### config.mk
export PLATFORM = sky130hd
export DESIGN_NAME = pdw_ctrl
export DESIGN_NICKNAME = d
export VERILOG_FILES = /design/src/hdl/pdw_pkg.sv /design/src/hdl/pdw_ctrl.sv /design/src/hdl/pdw_wake_det.sv /design/src/hdl/pdw_wdt.sv
export SDC_FILE = /design/constraint.sdc
export NUM_CORES = 1
export LEC_CHECK = 0
export BUFFER_PORTS_ARGS = -buffer_cell sky130_fd_sc_hd__buf_2
export CAP_MARGIN = 30
export CORE_UTILIZATION = 40
export DETAILED_ROUTE_END_ITERATION = 16
export SYNTH_ARGS = -nofsm -noshare
export SYNTH_HDL_FRONTEND = slang
export SYNTH_SLANG_ARGS = --single-unit
export TNS_END_PERCENT = 10
### constraint.sdc
create_clock -name CORE_CLK -period 10.7 [get_ports CORE_CLK]
set_clock_uncertainty 0.2 [all_clocks]
set_input_delay 1.605 -clock CORE_CLK [delete_from_list [all_inputs] [get_ports CORE_CLK]]
set_output_delay 1.605 -clock CORE_CLK [all_outputs]
set_load 0.05 [all_outputs]
### src/hdl/pdw_pkg.sv
// Package for the power-down and wake-up controller: modes, timing, port widths.
// Assumes a single 25 MHz core clock; the slow oscillator is modelled as an enable.
package pdw_pkg;
   localparam int CORE_CLK_HZ = 25_000_000;
   localparam int LOW_OSC_HZ = 2_000;
   localparam int LOW_OSC_HALF_CYC = CORE_CLK_HZ / (2 * LOW_OSC_HZ);
   localparam int WDT_PRE_DIV = 8;
   localparam int WDT_MIN_LOG2 = 5;
   localparam int WDT_MAX_LOG2 = 11;
   localparam int OSC_SETTLE_US = 64;
   localparam int OSC_SETTLE_CYC = (OSC_SETTLE_US * (CORE_CLK_HZ / 1_000_000) > 0)
      ? OSC_SETTLE_US * (CORE_CLK_HZ / 1_000_000) : 1;
   localparam int PORT_A_W = 8;
   localparam int IRQ_W = 4;
   localparam logic [2:0] WDT_SEL_RST = 3'h3;
   localparam logic [PORT_A_W-1:0] WAKE_EN_RST = 8'h00;

   typedef enum logic [2:0] {
      PDW_RUN,
      PDW_SLEEP,
      PDW_IDLE_MODE_ZERO,
      PDW_IDLE_MODE_ONE,
      PDW_IDLE_MODE_TWO,
      PDW_SETTLE
   } pdw_state_e;

   typedef struct packed {
      logic high_clk_on;
      logic low_clk_on;
      logic cpu_halted;
   } pdw_clk_s;

   typedef struct packed {
      logic pc_sp_reset;
      logic resume_next;
      logic irq_defer;
   } pdw_wake_s;
endpackage

### src/hdl/pdw_ctrl.sv
// Power-down and wake-up controller: mode select, flags, watchdog, wake sequencing.
// Assumes the CPU pulses HALT_EXEC/CLR_WDT_EXEC and freezes itself while CLK_CTRL.cpu_halted is high.
// Assumes Port A pins and interrupt lines come from outside the core clock domain.
// Function
// Halt with high 0, low 1 enters idle zero: high clock off.
// Halt with both enables 1 enters idle one: clocks on, CPU halted.
// Halt with high 1, low 0 enters idle two: low clock off.
// Idle stops execution at halt; memory and registers keep values.
// Port outputs and directions hold while in any idle mode.
// Halt sets power-down flag and clears watchdog time-out flag.
// Entering low power clears the watchdog, which keeps counting.
// Wake on enabled Port A fall, interrupt, or watchdog overflow.
// Power-up and clear-watchdog instruction clear the power-down flag.
// Overflow in low power sets time-out, resets only PC and stack.
// Each Port A pin has its own wake enable for falling edges.
// Port A wake resumes at instruction after halt.
// Disabled interrupt wake resumes after halt; service deferred until enabled.
// Interrupt already pending at entry cannot wake that period.
// Wake waits for system oscillator to restart and settle.
// Watchdog clock is slow oscillator divided by eight.
// Watchdog divider ratio 2^5 to 2^11 chosen by three-bit select.
// Halt with both enables 0 enters sleep: all off except watchdog.
// Wake sources detected while clock stopped, synchronised into core clock.
module pdw_ctrl
#(
   parameter int PORT_W = pdw_pkg::PORT_A_W,
   parameter int IRQ_N = pdw_pkg::IRQ_W,
   parameter int SETTLE_CYC = pdw_pkg::OSC_SETTLE_CYC,
   parameter int OSC_HALF_CYC = pdw_pkg::LOW_OSC_HALF_CYC
)
(
   input wire logic CORE_CLK,
   input wire logic RESET,
   input wire logic HALT_EXEC,
   input wire logic CLR_WDT_EXEC,
   input wire logic HIGH_CLK_IDLE_ENABLE,
   input wire logic LOW_CLK_IDLE_ENABLE,
   input wire logic [2:0] WDT_TIMEOUT_SELECT,
   input wire logic [PORT_W-1:0] PORT_A_WAKE_ENABLE,
   input wire logic [PORT_W-1:0] PORT_A_PIN,
   input wire logic [IRQ_N-1:0] IRQ_REQ,
   input wire logic [IRQ_N-1:0] IRQ_ENABLE,
   input wire logic STACK_FULL,
   input wire logic [PORT_W-1:0] PORT_OUT_IN,
   input wire logic [PORT_W-1:0] PORT_DIR_IN,
   output pdw_pkg::pdw_clk_s CLK_CTRL,
   output pdw_pkg::pdw_wake_s WAKE_INFO,
   output logic [PORT_W-1:0] PORT_OUT,
   output logic [PORT_W-1:0] PORT_DIR,
   output logic POWER_DOWN_FLAG,
   output logic WATCHDOG_TIMEOUT_FLAG,
   output logic WDT_RESET,
   output pdw_pkg::pdw_state_e MODE
);
   import pdw_pkg::*;

   // Refuse parameter values the counters cannot serve
   initial
   begin
      if (PORT_W < 1 || PORT_W > 32) $error("pdw_ctrl: PORT_W out of range");
      if (IRQ_N < 1) $error("pdw_ctrl: IRQ_N must be positive");
      if (SETTLE_CYC < 1) $error("pdw_ctrl: SETTLE_CYC must be at least 1");
      if (OSC_HALF_CYC < 1) $error("pdw_ctrl: OSC_HALF_CYC must be at least 1");
   end

   // Counter widths; the slow divider must hold a whole period, not just half of it
   localparam int SET_W = $clog2(SETTLE_CYC + 1);
   localparam int OSC_W = $clog2(2 * OSC_HALF_CYC);
   localparam logic [OSC_W-1:0] OSC_TOP = OSC_W'(2 * OSC_HALF_CYC - 1);
   localparam logic [SET_W-1:0] SET_TOP = SET_W'(SETTLE_CYC - 1);

   // Sequencer state, synchroniser stages and counters
   pdw_state_e state_ff;
   pdw_state_e nxt_state;
   logic [PORT_W-1:0] pin_s1_ff;
   logic [PORT_W-1:0] pin_s2_ff;
   logic [IRQ_N-1:0] irq_s1_ff;
   logic [IRQ_N-1:0] irq_s2_ff;
   logic [SET_W-1:0] settle_ff;
   logic [OSC_W-1:0] osc_ff;
   logic osc_tick;
   // Internal strobes and wake bookkeeping
   logic low_power;
   logic enter;
   logic wdt_clear;
   logic clr_cmd;
   logic wdt_ovf;
   logic pin_wake;
   logic irq_wake;
   logic wake_any;
   logic wake_by_wdt_ff;
   logic wake_by_irq_ff;
   logic irq_serviceable;

   // Mode chosen from the two idle enables at the halt
   function automatic pdw_state_e mode_of(input logic hi, input logic lo);
      case ({hi, lo})
         2'b01: mode_of = PDW_IDLE_MODE_ZERO;
         2'b11: mode_of = PDW_IDLE_MODE_ONE;
         2'b10: mode_of = PDW_IDLE_MODE_TWO;
         default: mode_of = PDW_SLEEP;
      endcase
   endfunction

   // Any of the four halted variants; settling does not count as low power
   function automatic logic is_low_power(input pdw_state_e s);
      is_low_power = (s == PDW_SLEEP) || (s == PDW_IDLE_MODE_ZERO) || (s == PDW_IDLE_MODE_ONE) || (s == PDW_IDLE_MODE_TWO);
   endfunction

   // Slow oscillator modelled as a tick that runs in every mode; the watchdog counts it even in idle two and sleep
   always_ff @(posedge CORE_CLK or posedge RESET)
   begin
      if (RESET)
         osc_ff <= '0;
      else if (osc_ff == OSC_TOP)
         osc_ff <= '0;
      else
         osc_ff <= osc_ff + 1'b1;
   end
   assign osc_tick = (osc_ff == '0);

   // Halt and clear instructions only count while running; elsewhere the CPU is frozen
   assign low_power = is_low_power(state_ff);
   assign enter = (state_ff == PDW_RUN) && HALT_EXEC;
   assign clr_cmd = (state_ff == PDW_RUN) && CLR_WDT_EXEC;
   assign wdt_clear = enter || clr_cmd;

   // Pin synchroniser; reset high so an idle pulled-up pin shows no false fall
   always_ff @(posedge CORE_CLK or posedge RESET)
   begin
      if (RESET)
      begin
         pin_s1_ff <= '1;
         pin_s2_ff <= '1;
      end
      else
      begin
         pin_s1_ff <= PORT_A_PIN;
         pin_s2_ff <= pin_s1_ff;
      end
   end

   // Interrupt synchroniser; requests are raised in other clock domains
   always_ff @(posedge CORE_CLK or posedge RESET)
   begin
      if (RESET)
      begin
         irq_s1_ff <= '0;
         irq_s2_ff <= '0;
      end
      else
      begin
         irq_s1_ff <= IRQ_REQ;
         irq_s2_ff <= irq_s1_ff;
      end
   end

   // Watchdog runs in every state; only a halt or the clear instruction restarts it
   pdw_wdt #(
      .SEL_W(3)
   ) u_wdt (
      .clk(CORE_CLK),
      .rst(RESET),
      .osc_tick(osc_tick),
      .wdt_clear(wdt_clear),
      .sel(WDT_TIMEOUT_SELECT),
      .overflow(wdt_ovf)
   );

   // Edge and interrupt detector, armed afresh at each halt
   pdw_wake_det #(
      .PW(PORT_W),
      .IW(IRQ_N)
   ) u_wake (
      .clk(CORE_CLK),
      .rst(RESET),
      .arm(enter),
      .pin_sync(pin_s2_ff),
      .wake_en(PORT_A_WAKE_ENABLE),
      .irq_req(irq_s2_ff),
      .pin_wake(pin_wake),
      .irq_wake(irq_wake)
   );

   // Any source ends low power; a second source during settling is not needed
   assign wake_any = low_power && (pin_wake || irq_wake || wdt_ovf);

   // Mode sequencer
   always_comb
   begin
      nxt_state = state_ff;
      case (state_ff)
         PDW_RUN:
         begin
            if (HALT_EXEC)
               nxt_state = mode_of(HIGH_CLK_IDLE_ENABLE, LOW_CLK_IDLE_ENABLE);
         end
         PDW_SLEEP, PDW_IDLE_MODE_ZERO, PDW_IDLE_MODE_ONE, PDW_IDLE_MODE_TWO:
         begin
            if (wake_any)
               nxt_state = PDW_SETTLE;
         end
         PDW_SETTLE:
         begin
            if (settle_ff == '0)
               nxt_state = PDW_RUN;
         end
         default: nxt_state = PDW_RUN;
      endcase
   end

   // State register
   always_ff @(posedge CORE_CLK or posedge RESET)
   begin
      if (RESET)
         state_ff <= PDW_RUN;
      else
         state_ff <= nxt_state;
   end

   // Oscillator settle wait; idle one/two keep high clock, but we wait uniformly for simplicity
   always_ff @(posedge CORE_CLK or posedge RESET)
   begin
      if (RESET)
         settle_ff <= '0;
      else if (wake_any)
         settle_ff <= SET_TOP;
      else if (settle_ff != '0)
         settle_ff <= settle_ff - 1'b1;
   end

   // Watchdog cause latched at the wake edge; the overflow pulse is gone by the end
   always_ff @(posedge CORE_CLK or posedge RESET)
   begin
      if (RESET)
         wake_by_wdt_ff <= 1'b0;
      else if (wake_any)
         wake_by_wdt_ff <= wdt_ovf;
   end

   // Interrupt cause; an overflow in the same cycle takes precedence
   always_ff @(posedge CORE_CLK or posedge RESET)
   begin
      if (RESET)
         wake_by_irq_ff <= 1'b0;
      else if (wake_any)
         wake_by_irq_ff <= irq_wake && !wdt_ovf;
   end

   // Immediate service needs the request enabled and a free stack slot
   assign irq_serviceable = |(irq_s2_ff & IRQ_ENABLE) && !STACK_FULL;

   // Power-down flag: halt sets, clear-watchdog clears, power-up clears
   always_ff @(posedge CORE_CLK or posedge RESET)
   begin
      if (RESET)
         POWER_DOWN_FLAG <= 1'b0;
      else if (enter)
         POWER_DOWN_FLAG <= 1'b1;
      else if (clr_cmd)
         POWER_DOWN_FLAG <= 1'b0;
   end

   // Time-out flag: overflow sets and wins over the halt clear
   always_ff @(posedge CORE_CLK or posedge RESET)
   begin
      if (RESET)
         WATCHDOG_TIMEOUT_FLAG <= 1'b0;
      else if (wdt_ovf)
         WATCHDOG_TIMEOUT_FLAG <= 1'b1;
      else if (enter)
         WATCHDOG_TIMEOUT_FLAG <= 1'b0;
   end

   // Full reset outside low power, settling included, so no overflow is lost; in low power it wakes
   always_ff @(posedge CORE_CLK or posedge RESET)
   begin
      if (RESET)
         WDT_RESET <= 1'b0;
      else
         WDT_RESET <= wdt_ovf && !low_power;
   end

   // Mode mirrors the next state so it lines up with the internal state
   always_ff @(posedge CORE_CLK or posedge RESET)
   begin
      if (RESET)
         MODE <= PDW_RUN;
      else
         MODE <= nxt_state;
   end

   // Clock gating and halt indication
   always_ff @(posedge CORE_CLK or posedge RESET)
   begin
      if (RESET)
         CLK_CTRL <= '{high_clk_on: 1'b1, low_clk_on: 1'b1, cpu_halted: 1'b0};
      else
      begin
         CLK_CTRL.cpu_halted <= (nxt_state != PDW_RUN);
         CLK_CTRL.high_clk_on <= !(nxt_state == PDW_SLEEP || nxt_state == PDW_IDLE_MODE_ZERO);
         CLK_CTRL.low_clk_on <= !(nxt_state == PDW_SLEEP || nxt_state == PDW_IDLE_MODE_TWO);
      end
   end

   // Wake outcome, one-cycle pulses as settling ends
   always_ff @(posedge CORE_CLK or posedge RESET)
   begin
      if (RESET)
         WAKE_INFO <= '0;
      else
      begin
         WAKE_INFO <= '0;
         if (state_ff == PDW_SETTLE && settle_ff == '0)
         begin
            WAKE_INFO.pc_sp_reset <= wake_by_wdt_ff;
            WAKE_INFO.resume_next <= !wake_by_wdt_ff;
            WAKE_INFO.irq_defer <= wake_by_irq_ff && !irq_serviceable;
         end
      end
   end

   // Port state frozen from the halt until run resumes
   always_ff @(posedge CORE_CLK or posedge RESET)
   begin
      if (RESET)
      begin
         PORT_OUT <= '0;
         PORT_DIR <= '0;
      end
      else if (state_ff == PDW_RUN && !HALT_EXEC)
      begin
         PORT_OUT <= PORT_OUT_IN;
         PORT_DIR <= PORT_DIR_IN;
      end
      else if (enter)
      begin
         PORT_OUT <= PORT_OUT_IN;
         PORT_DIR <= PORT_DIR_IN;
      end
   end
endmodule

### src/hdl/pdw_wake_det.sv
// Wake detector: catches enabled Port A falling edges and fresh interrupts.
// Assumes pins already passed two flops; runs on the always-on core clock.
module pdw_wake_det
#(
   parameter int PW = 8,
   parameter int IW = 4
)
(
   input wire logic clk,
   input wire logic rst,
   input wire logic arm,
   input wire logic [PW-1:0] pin_sync,
   input wire logic [PW-1:0] wake_en,
   input wire logic [IW-1:0] irq_req,
   output logic pin_wake,
   output logic irq_wake
);
   initial
   begin
      if (PW < 1 || IW < 1) $error("pdw_wake_det: widths must be positive");
   end

   logic [PW-1:0] pin_last_ff;
   logic [IW-1:0] irq_mask_ff;

   // Previous pin level for edge detection
   always_ff @(posedge clk or posedge rst)
   begin
      if (rst)
         pin_last_ff <= '1;
      else
         pin_last_ff <= pin_sync;
   end

   // Requests already pending at entry lose their wake right
   always_ff @(posedge clk or posedge rst)
   begin
      if (rst)
         irq_mask_ff <= '0;
      else if (arm)
         irq_mask_ff <= irq_req;
   end

   assign pin_wake = |(pin_last_ff & ~pin_sync & wake_en);
   assign irq_wake = |(irq_req & ~irq_mask_ff);
endmodule

### src/hdl/pdw_wdt.sv
// Watchdog: slow oscillator enable divided by eight, then by 2^5..2^11.
// Assumes osc_tick is a one-cycle enable on the core clock.
module pdw_wdt
#(
   parameter int SEL_W = 3
)
(
   input wire logic clk,
   input wire logic rst,
   input wire logic osc_tick,
   input wire logic wdt_clear,
   input wire logic [SEL_W-1:0] sel,
   output logic overflow
);
   import pdw_pkg::*;

   initial
   begin
      if (SEL_W != 3) $error("pdw_wdt: select must be three bits");
   end

   logic [2:0] pre_ff;
   logic [WDT_MAX_LOG2-1:0] cnt_ff;
   logic wdt_tick;
   logic [WDT_MAX_LOG2-1:0] limit;

   // Ratio table: 000 and 001 both give 2^5
   function automatic logic [WDT_MAX_LOG2-1:0] top_of(input logic [2:0] s);
      int unsigned sh;
      sh = (s < 3'h1) ? 0 : int'(s) - 1;
      top_of = WDT_MAX_LOG2'((32'h0000_0020 << sh) - 32'h0000_0001);
   endfunction

   assign wdt_tick = osc_tick && (pre_ff == 3'(WDT_PRE_DIV - 1));
   assign limit = top_of(sel);

   // Divide-by-eight prescaler
   always_ff @(posedge clk or posedge rst)
   begin
      if (rst)
         pre_ff <= 3'h0;
      else if (wdt_clear)
         pre_ff <= 3'h0;
      else if (osc_tick)
         pre_ff <= pre_ff + 3'h1;
   end

   // Timeout counter; clear wins, counting resumes next tick
   always_ff @(posedge clk or posedge rst)
   begin
      if (rst)
      begin
         cnt_ff <= '0;
         overflow <= 1'b0;
      end
      else
      begin
         overflow <= 1'b0;
         if (wdt_clear)
            cnt_ff <= '0;
         else if (wdt_tick)
         begin
            if (cnt_ff >= limit)
            begin
               cnt_ff <= '0;
               overflow <= 1'b1;
            end
            else
               cnt_ff <= cnt_ff + 1'b1;
         end
      end
   end
endmodule
==> results.py, run 1 <==
metrics = {
    "outcome": {
        "status": "finished, final reports clean",
    },
    "grt": {
        "overflow_after_grt": 0,
        "grt_start_max_net_pins": 64,
        "antenna_violations_before_repair": 0,
        "grt.met2_usage_pct": 25.70,
        "met3_usage_pct": 3.972,
        "global_route_usage_over_all_layers_pct": 15.88,
        "top_usage_layer": "met2",
        "use_met1_pct": 21.13,
        "global_route_wire_length_before_repair_mm": 14.69,
        "first_global_vias": 3140,
    },
    "sta": {
        "timing.slew.headroom_pct": 42.60,
        "final.min_clock_period_ns": 4.139,
        "setup_violations": 0,
        "grt_setup_unrepaired": "false",
        "timing.setup.tns_ns": 0,
        "final_hold_viol_count": 0,
        "max_slew.worst_pin.slew_ns": 0.8544,
        "maximum_frequency_from_static_timing_analysis_ghz": 0.2416,
        "drv_slew": 0,
        "period_share_pct": 38.69,
    },
    "logic_synthesis": {
        "synth_warnings": 0,
        "synth_fa_ha_area_share_pct": 5.386,
        "asyncSetResetFlopFracSynth_pct": 100.0,
        "synth_compound_area_share_pct": 7.703,
        "syn-cell-area_sq_um": 4646,
        "syn_area_per_cell_sq_um": 11.30,
        "synth_sequential_area_ratio_pct": 57.80,
        "synth_cell_types": 45,
        "post_synth_xor_area_fraction_pct": 4.148,
        "postSynthNetCount": 481,
        "synth_top_family_by_area": "simple AND/OR/NAND/NOR gates",
        "synth_top_cell_by_area": "dfrtp_1",
        "synth_edf_count": 0,
        "synth_cells": 411,
        "ys_ff_latch": 106,
        "synth.top_cell.area_share_pct": 43.09,
        "synth-simple-area-share_pct": 17.18,
        "post_synth_mux_area_share_pct": 5.494,
        "ys_top_cells_by_area": "dfrtp_1, dfstp_2, ha_1, mux2_2, nand2_1",
        "ys_dominant_reg_cell": "dfrtp_1",
    },
    "routing": {
        "dr_total_vias": 3278,
        "drt-wirelength-per-cell_um": 13.77,
        "drt-vias-per-instance": 5.122,
        "drcViolationCount": 0,
        "detailedRoute.firstPassIterationCount": 4,
        "dr.first_iter.drc_count": 137,
        "final_wirelength_mm": 8.815,
        "residual_antenna_violating_net_count_after_detailed_routing": 0,
    },
    "die": {
        "die_w_um": 109.8,
        "die_height_um": 109.8,
        "fp.dieArea_sq_um": 12050,
        "placeableCoreArea_sq_um": 11080,
        "io_pins": 78,
        "initial_utilization_pct": 41.94,
        "num_rows": 38,
    },
    "power": {
        "power_density_nw_per_um2": 217.8,
        "power.leakage_nw": 2.498,
        "maximum_vdd_drop_mv": 0.1480,
    },
    "min_path": {
        "worst_hold_launch": "pin_s1_ff[5]",
        "min_path_type": "flip-flop to flip-flop",
        "hold_path_end": "pin_s2_ff[5]",
        "holdPathStages": 0,
    },
    "critical_path": {
        "path_max_fanout": 8,
        "cp.arrival_ns": 4.20,
        "critical_path_capture_point_type": "flip-flop",
        "cp-start-kind": "primary input",
        "r2r.worst_path.cells": 8,
        "worstReg2RegStart": "osc_ff[0]",
        "critPathKind": "primary input to flip-flop",
        "worst-endpoint-required_ns": 10.76,
        "reg2reg_to": "u_wdt.cnt_ff[9]",
        "rrSetupSlack_ns": 8.02,
    },
    "layout": {
        "layout.nets": 565,
        "mostFrequentLayoutCells": "dfrtp_1, buf_2, nand2_1",
        "antenna_cells_inserted": 0,
        "area.sequential_sq_um": 2685,
        "fill_cells": 1002,
        "layout-area-overhead-vs-synth_pct": 18.15,
        "layout.cells.most_common": "dfrtp_1",
        "multiInputGateArea_sq_um": 1859,
        "layout.core_utilization_pct": 49.55,
        "layout-drive-gt1-share_pct": 29.20,
    },
    "clock_network": {
        "cts_resized": 0,
        "ctsRootBufferMaster": "clkbuf_16",
        "clock_latency_ns": 0.34,
        "cts_tree": "done",
        "post_cts_hold_buffer_count": 0,
        "post-cts-setup-buffer-count": 0,
        "ctsLongestPathBuffers": 2,
        "cts_num_sinks": 106,
        "numCtsBuffers": 9,
        "path_clk_slew_ns": 0.06,
        "clock_tree.htree_level_count": 3,
    },
    "placement": {
        "port_buffers": 77,
        "hpwl_mm": 6.475,
        "gpl.final_weighted_congestion": 0.7802,
    },
    "job": {
        "drv_cap": 0,
    },
}
==> worst max-delay path by stage <==
| stage | start | end | slack [ns] | cells past startpoint |
|---|---|---|---|---|
| floorplan | RESET | CLK_CTRL[0] | 6.15 | 1 |
| global placement | WDT_TIMEOUT_SELECT[0] | u_wdt.cnt_ff[10] | 6.32 | 14 |
| detailed placement | WDT_TIMEOUT_SELECT[0] | u_wdt.cnt_ff[3] | 6.22 | 12 |
| CTS | WDT_TIMEOUT_SELECT[0] | u_wdt.cnt_ff[9] | 6.58 | 14 |
| global route | WDT_TIMEOUT_SELECT[0] | u_wdt.cnt_ff[10] | 6.26 | 14 |
| finish | WDT_TIMEOUT_SELECT[0] | u_wdt.cnt_ff[9] | 6.56 | 14 |
==> final cells by class <==
class / count / share of cell area [%]
Sequential cell: 106 / 48.92
Tap cell: 140 / 3.191
Timing Repair Buffer: 81 / 7.522
Clock inverter: 3 / 0.4103
Clock buffer: 13 / 4.741
Multi-Input combinational cell: 278 / 33.87
Inverter: 19 / 1.345
==> logic make-up (layout without fill, tap and decap cells) <==
| kind of cell | count (synthesis) | after routing |
|---|---|---|
| compound gates | 57 | 57 |
| xor+xnor | 22 | 22 |
| fa+ha+maj | 20 | 20 |
| buf+inv | 27 | 116 |
| flops | 106 | 106 |
| mux | 23 | 23 |
| simple gates | 156 | 156 |
==> layer usage <==
layer / part of all wire (%) / vias up
met5: 0 / -
met4: 1.3 / 0
met3: 3.2 / 10
met2: 49 / 62
met1: 47 / 1597
li1: - / 1609
==> power by group <==
| part | switching [mW] | internal (mW) |
|---|---|---|
| clock network | 0.139 | 0.172 |
| registers | 0.0330 | 0.471 |
| logic | 0.263 | 0.118 |
==> synthesized netlist by cell type, drive strengths merged, types with 2 or more instances <==
library cell	count
xnor2	10
nand3	18
nand2	40
nand4b	2
o21bai	2
o21ai	12
a22oi	2
nand3b	9
or2	3
nor3	11
mux2i	3
dfrtp	80
xor2	12
ha	20
dfstp	26
nand2b	6
or4	6
nand4	5
nor2b	3
inv	19
nor2	32
nor4	5
o21a	3
or3	6
clkbuf	4
o31ai	5
and3	5
mux2	20
a21oi	20
o211ai	4
buf	4
a211oi	2
nand4bb	2
==> state kept, by name, indices dropped and copies added, names as in the netlist, 4 cells and up <==
signal	cells
PORT_DIR	8
PORT_OUT	8
irq_s1_ff	4
irq_s2_ff	4
osc_ff	14
pin_s1_ff	8
pin_s2_ff	8
settle_ff	11
u_wake.irq_mask_ff	4
u_wake.pin_last_ff	8
u_wdt.cnt_ff	11
==> worst max-delay path: stages <==
cell,delay (ns)
buf_2,0.12
inv_1,0.07
ha_1,0.33
nor2_1,0.10
nor2_1,0.05
o221ai_1,0.22
mux2i_1,0.23
nor2_1,0.06
ha_1,0.28
a21oi_1,0.14
o21ai_0,0.09
a21oi_1,0.38
a21oi_1,0.31
a21oi_1,0.20
==> per-stage QoR <==
step	total power [mW]	area, sq um	hold slack [ns]	setup slack [ns]	instances
after floorplan	0.8006	4646	0.1312	6.149	411
after global placement	0.8852	5194	0.1402	6.322	622
after detailed placement	0.8944	5201	0.1463	6.219	623
after CTS	1.212	5484	0.1538	6.580	639
after global routing	1.268	5489	0.1562	6.264	640
final	1.196	5489	0.1518	6.561	640
(Power assumes the default switching activity.)
==> inputs of run 2 (changes only) <==
==> constraint.sdc (replaced) <==
create_clock -name CORE_CLK -period 4.3 [get_ports CORE_CLK]
set_clock_uncertainty 0.2 [all_clocks]
set_input_delay 0.645 -clock CORE_CLK [delete_from_list [all_inputs] [get_ports CORE_CLK]]
set_output_delay 0.645 -clock CORE_CLK [all_outputs]
set_load 0.05 [all_outputs]
==> results.py, run 2 (synthesized netlist as in run 1, its figures left out) <==
metrics = {
    "outcome": {
        "status": "finished, final reports clean",
    },
    "layout": {
        "mostFrequentLayoutCells": "dfrtp_1, buf_2, nand2_1",
        "fill_cells": 979,
        "finish.cell_count_without_fillers": 641,
        "layout.core_utilization_pct": 49.97,
        "layout.nets": 566,
        "largest_register": "osc_ff",
        "largest_register_ffs": 14,
        "layout.cell_area.non_filler_sq_um": 5535,
        "layout-drive-gt1-share_pct": 29.54,
        "layout.cells.most_common": "dfrtp_1",
        "antenna_cells_inserted": 0,
        "layout_top_registers": "osc_ff: 14 flops, settle_ff: 11 flops, u_wdt.cnt_ff: 11 flops",
        "layout-area-overhead-vs-synth_pct": 19.15,
    },
    "placement": {
        "preCtsSetupSlack_ns": 0.7527,
        "gpl.final_weighted_congestion": 0.7693,
        "port_buffers": 77,
        "dpl.cell_count": 623,
        "placed_cell_area_sq_um": 5201,
        "hpwl_mm": 6.449,
    },
    "routing": {
        "drt-vias-per-instance": 5.097,
        "final_wirelength_mm": 9.029,
        "drt-wirelength-per-cell_um": 14.09,
        "detailedRoute.firstPassIterationCount": 4,
        "drcViolationCount": 0,
        "dr.first_iter.drc_count": 130,
        "dr_total_vias": 3267,
        "residual_antenna_violating_net_count_after_detailed_routing": 0,
    },
    "grt": {
        "grt_start_max_net_pins": 80,
        "global_route_usage_over_all_layers_pct": 16.11,
        "global_route_wire_length_before_repair_mm": 14.95,
        "first_global_vias": 3145,
        "antenna_violations_before_repair": 0,
        "overflow_after_grt": 0,
    },
    "power": {
        "power.leakage_nw": 2.525,
        "power_density_nw_per_um2": 544.6,
        "maximum_vdd_drop_mv": 0.3717,
        "power.total_mw": 3.014,
    },
    "critical_path": {
        "cp.arrival_ns": 3.20,
        "crit_slowest_cell": "a21oi_1",
        "r2r.worst_path.cells": 8,
        "path_max_fanout": 8,
        "cp-start-kind": "primary input",
        "critical_path_buffers_and_inverters": 2,
        "delay_contributed_by_the_slowest_stage_of_the_critical_path_ns": 0.58,
        "worst-endpoint-required_ns": 4.30,
        "worstPathCellList": "buf_2 -> inv_1 -> ha_1 -> nor2_1 -> nor2_1 -> o221ai_1 -> mux2i_1 -> nor2_1 -> ha_1 -> nand2_1 -> o21ai_0 -> a21oi_1 -> a21oi_1 -> a21oi_1",
        "critical_path_capture_point_type": "flip-flop",
        "critical-path-top-delay-family": "compound AO/OA/AOI/OAI gates",
        "rrSetupSlack_ns": 1.67,
        "critPathKind": "primary input to flip-flop",
        "reg2reg_to": "u_wdt.cnt_ff[9]",
        "worstReg2RegStart": "osc_ff[0]",
    },
    "die": {
        "io_pins": 78,
        "initial_utilization_pct": 41.94,
        "die_w_um": 109.8,
        "placeableCoreArea_sq_um": 11080,
        "fp.dieArea_sq_um": 12050,
        "die_height_um": 109.8,
        "num_rows": 38,
    },
    "sta": {
        "final_hold_viol_count": 0,
        "timing.slew.headroom_pct": 30.54,
        "grt_setup_unrepaired": "false",
        "maximum_frequency_from_static_timing_analysis_ghz": 0.3122,
        "setup_violations": 0,
        "drv_slew": 0,
        "max_slew.worst_pin.slew_ns": 1.028,
        "hold-worst-slack_ns": 0.1484,
        "period_share_pct": 74.50,
        "final.min_clock_period_ns": 3.203,
        "timing.setup.tns_ns": 0,
        "postLayoutSetupSlackWorst_ns": 1.097,
    },
    "clock_network": {
        "clock_latency_ns": 0.34,
        "path_clk_slew_ns": 0.07,
        "ctsLongestPathBuffers": 2,
        "cts_tree": "done",
        "ctsRootBufferMaster": "clkbuf_16",
        "post-cts-setup-buffer-count": 0,
        "cts_resized": 0,
        "cts_num_sinks": 106,
        "numCtsBuffers": 9,
        "clock_tree.htree_level_count": 3,
    },
    "job": {
        "drv_cap": 0,
    },
    "min_path": {
        "min_path_type": "flip-flop to flip-flop",
        "holdPathStages": 0,
        "worst_hold_launch": "pin_s1_ff[6]",
        "hold_path_end": "pin_s2_ff[6]",
    },
}
[run 2: report_power, final]
part / switching (mW) / internal, mW
Combinational: 0.652 / 0.293
Clock: 0.381 / 0.435
Sequential: 0.0827 / 1.17
Total: 1.12 / 1.90
[run 2: area by class of cell]
| type | count | area [sq um] | share of cell area, % |
|---|---|---|---|
| Clock inverter | 5 | 43.79 | 0.7911 |
| Clock buffer | 11 | 252.7 | 4.566 |
| Inverter | 19 | 73.82 | 1.334 |
| Timing Repair Buffer | 82 | 445.4 | 8.047 |
| Sequential cell | 106 | 2685 | 48.51 |
| Tap cell | 140 | 175.2 | 3.165 |
| Multi-Input combinational cell | 278 | 1859 | 33.59 |
[run 2: worst max-delay path by stage]
stage	cells after the start	startpoint	to
6_report	14	WDT_TIMEOUT_SELECT[0]	u_wdt.cnt_ff[2]
3_5_place_dp	14	WDT_TIMEOUT_SELECT[0]	u_wdt.cnt_ff[2]
2_1_floorplan	1	RESET	CLK_CTRL[0]
3_3_place_gp	14	WDT_TIMEOUT_SELECT[0]	u_wdt.cnt_ff[10]
5_1_grt	14	WDT_TIMEOUT_SELECT[0]	u_wdt.cnt_ff[2]
4_1_cts	14	WDT_TIMEOUT_SELECT[0]	u_wdt.cnt_ff[2]
[run 2: metal layers]
metal	vias to the layer above	global-route usage (%)	part of all wire, %
met5	-	0	0
met2	41	25.74	48
li1	1618	-	-
met3	8	3.616	2.7
met1	1600	21.86	48
met4	0	4.762	0.87
[run 2: timing repair]
item | in CTS | in global routing
hold buffers | 0 | 1
hold endpoints to repair | 0 | 8
setup endpoints to repair | 0 | 0
==> inputs of run 3 (changes only) <==
==> constraint.sdc (replaced) <==
create_clock -name CORE_CLK -period 2.8 [get_ports CORE_CLK]
set_clock_uncertainty 0.2 [all_clocks]
set_input_delay 0.42 -clock CORE_CLK [delete_from_list [all_inputs] [get_ports CORE_CLK]]
set_output_delay 0.42 -clock CORE_CLK [all_outputs]
set_load 0.05 [all_outputs]
==> results.py, run 3 (synthesized netlist as in run 1, its figures left out) <==
metrics = {
    "outcome": {
        "status": "finished, final reports clean",
    },
    "die": {
        "initial_utilization_pct": 41.94,
        "die_height_um": 109.8,
        "fp.dieArea_sq_um": 12050,
        "io_pins": 78,
        "num_rows": 38,
        "die_w_um": 109.8,
        "placeableCoreArea_sq_um": 11080,
    },
    "layout": {
        "layout_top_registers": "osc_ff: 14 flops, settle_ff: 11 flops, u_wdt.cnt_ff: 11 flops",
        "largest_register": "osc_ff",
        "layout.cell_area.non_filler_sq_um": 5797,
        "layout.nets": 594,
        "layout.cells.most_common": "dfrtp_1",
        "largest_register_ffs": 14,
        "antenna_cells_inserted": 0,
        "mostFrequentLayoutCells": "dfrtp_1, buf_2, nand2_1",
        "layout.core_utilization_pct": 52.33,
        "layout-area-overhead-vs-synth_pct": 24.78,
        "layout-drive-gt1-share_pct": 31.00,
    },
    "power": {
        "switchingPower_mw": 1.700,
        "power.leakage_nw": 2.652,
        "power_switching_share_pct": 35.55,
        "power.total_mw": 4.781,
        "clock_power_share_pct": 28.2,
        "power_density_nw_per_um2": 824.8,
        "comb_power_share_pct": 31.5,
        "power.share.sequential_pct": 40.3,
        "internal-power_mw": 3.082,
        "maximum_vdd_drop_mv": 0.6709,
    },
    "routing": {
        "drt-vias-per-instance": 5.082,
        "dr.first_iter.drc_count": 123,
        "dr_total_vias": 3400,
        "residual_antenna_violating_net_count_after_detailed_routing": 0,
        "detailedRoute.firstPassIterationCount": 4,
        "drt-wirelength-per-cell_um": 13.55,
        "final_wirelength_mm": 9.062,
        "drcViolationCount": 0,
    },
    "placement": {
        "placed_cell_area_sq_um": 5343,
        "preCtsSetupSlack_ns": -0.1397,
        "gpl.final_weighted_congestion": 0.8016,
        "hpwl_mm": 6.809,
        "port_buffers": 77,
    },
    "grt": {
        "antenna_violations_before_repair": 0,
        "global_route_usage_over_all_layers_pct": 16.83,
        "global_route_wire_length_before_repair_mm": 15.44,
        "overflow_after_grt": 0,
        "grt_start_max_net_pins": 45,
        "first_global_vias": 3295,
    },
    "clock_network": {
        "cts_num_sinks": 106,
        "post-cts-setup-buffer-count": 0,
        "post_cts_hold_buffer_count": 13,
        "cts_resized": 0,
        "cts_tree": "done",
        "numCtsBuffers": 9,
        "clock_latency_ns": 0.35,
        "path_clk_slew_ns": 0.08,
        "ctsLongestPathBuffers": 2,
        "ctsRootBufferMaster": "clkbuf_16",
        "clock_tree.htree_level_count": 3,
    },
    "critical_path": {
        "cp.arrival_ns": 2.68,
        "path_max_fanout": 8,
        "crit_path_frequent_cell": "a21oi_1",
        "cp-start-kind": "primary input",
        "worstPathCellList": "buf_2 -> inv_1 -> ha_1 -> nor2_1 -> nor2_1 -> o221ai_1 -> mux2i_1 -> nor2_1 -> ha_1 -> a21oi_1 -> o21ai_0 -> a21oi_1 -> a21oi_1 -> buf_4 -> a21oi_1",
        "crit_slowest_cell": "ha_1",
        "critPathKind": "primary input to flip-flop",
        "worst-endpoint-required_ns": 2.87,
        "critical_path_capture_point_type": "flip-flop",
        "delay_contributed_by_the_slowest_stage_of_the_critical_path_ns": 0.33,
    },
    "sta": {
        "timing.slew.headroom_pct": 59.25,
        "setup_violations": 0,
        "final.min_clock_period_ns": 2.610,
        "final_hold_viol_count": 0,
        "grt_setup_unrepaired": "false",
        "drv_slew": 0,
        "postLayoutSetupSlackWorst_ns": 0.1897,
        "period_share_pct": 93.23,
        "max_slew.worst_pin.slew_ns": 0.6100,
        "timing.setup.tns_ns": 0,
        "maximum_frequency_from_static_timing_analysis_ghz": 0.3831,
    },
    "job": {
        "drv_cap": 0,
    },
    "min_path": {
        "min_path_type": "primary input to flip-flop",
    },
}
## run 3: metal layers
metal / global-route usage, % / vias up / wire [um]
met1: 22.23 / 1669 / 4180
met3: 3.734 / 7 / 295
met4: 5.143 / 0 / 106
li1: - / 1668 / -
met2: 27.58 / 56 / 4480
met5: 0 / - / 0
## run 3: layout make-up
| type | instances | area (sq um) |
|---|---|---|
| tap | 140 | 175.2 |
| clock buffer | 9 | 225.2 |
| inverter | 19 | 75.07 |
| sequential | 106 | 2685 |
| timing repair buffer | 110 | 678.2 |
| clock inverter | 7 | 98.84 |
| multi-input combinational | 278 | 1859 |
| fill | 997 | 5281 |
## run 3: per-stage QoR
step	hold WS (ns)	cells
global placement	0.1369	640
finish	0.09977	669
floorplan	0.1312	411
global route	0.08195	669
CTS	0.08506	669
detailed placement	0.1379	640
## run 3: worst paths after layout
kind                                  startpoint               to  slack (ns)  depth (start not counted)
max in group asynchronous                  RESET      CLK_CTRL[1]        1.11                          4
min reg2reg                         irq_s1_ff[2]     irq_s2_ff[2]        0.15                          0
min                               PORT_DIR_IN[4]      PORT_DIR[4]         0.1                          2
max reg2reg                            osc_ff[0]  u_wdt.cnt_ff[9]        0.28                          8
min in group asynchronous                  RESET       osc_ff[12]        0.50                          3
max                        WDT_TIMEOUT_SELECT[0]  u_wdt.cnt_ff[7]        0.19                         15
## run 3: power groups by stage
stage | clock, mW | combinational (mW) | sequential, mW
after detailed placement | 0 | 1.50 | 1.96
after global placement | 0 | 1.48 | 1.95
after floorplan | 0 | 0.561 | 2.50
after global routing | 1.47 | 1.63 | 1.96
after CTS | 1.39 | 1.52 | 1.93
final | 1.35 | 1.51 | 1.93
## run 3: critical path: cells and delay by family
kind | cells | cell delay, ns
AOI/OAI and AO/OA | 6 | 0.86
adders and majority gates | 2 | 0.61
buffers and inverters | 3 | 0.33
muxes | 1 | 0.23
and+or+nand+nor | 3 | 0.23
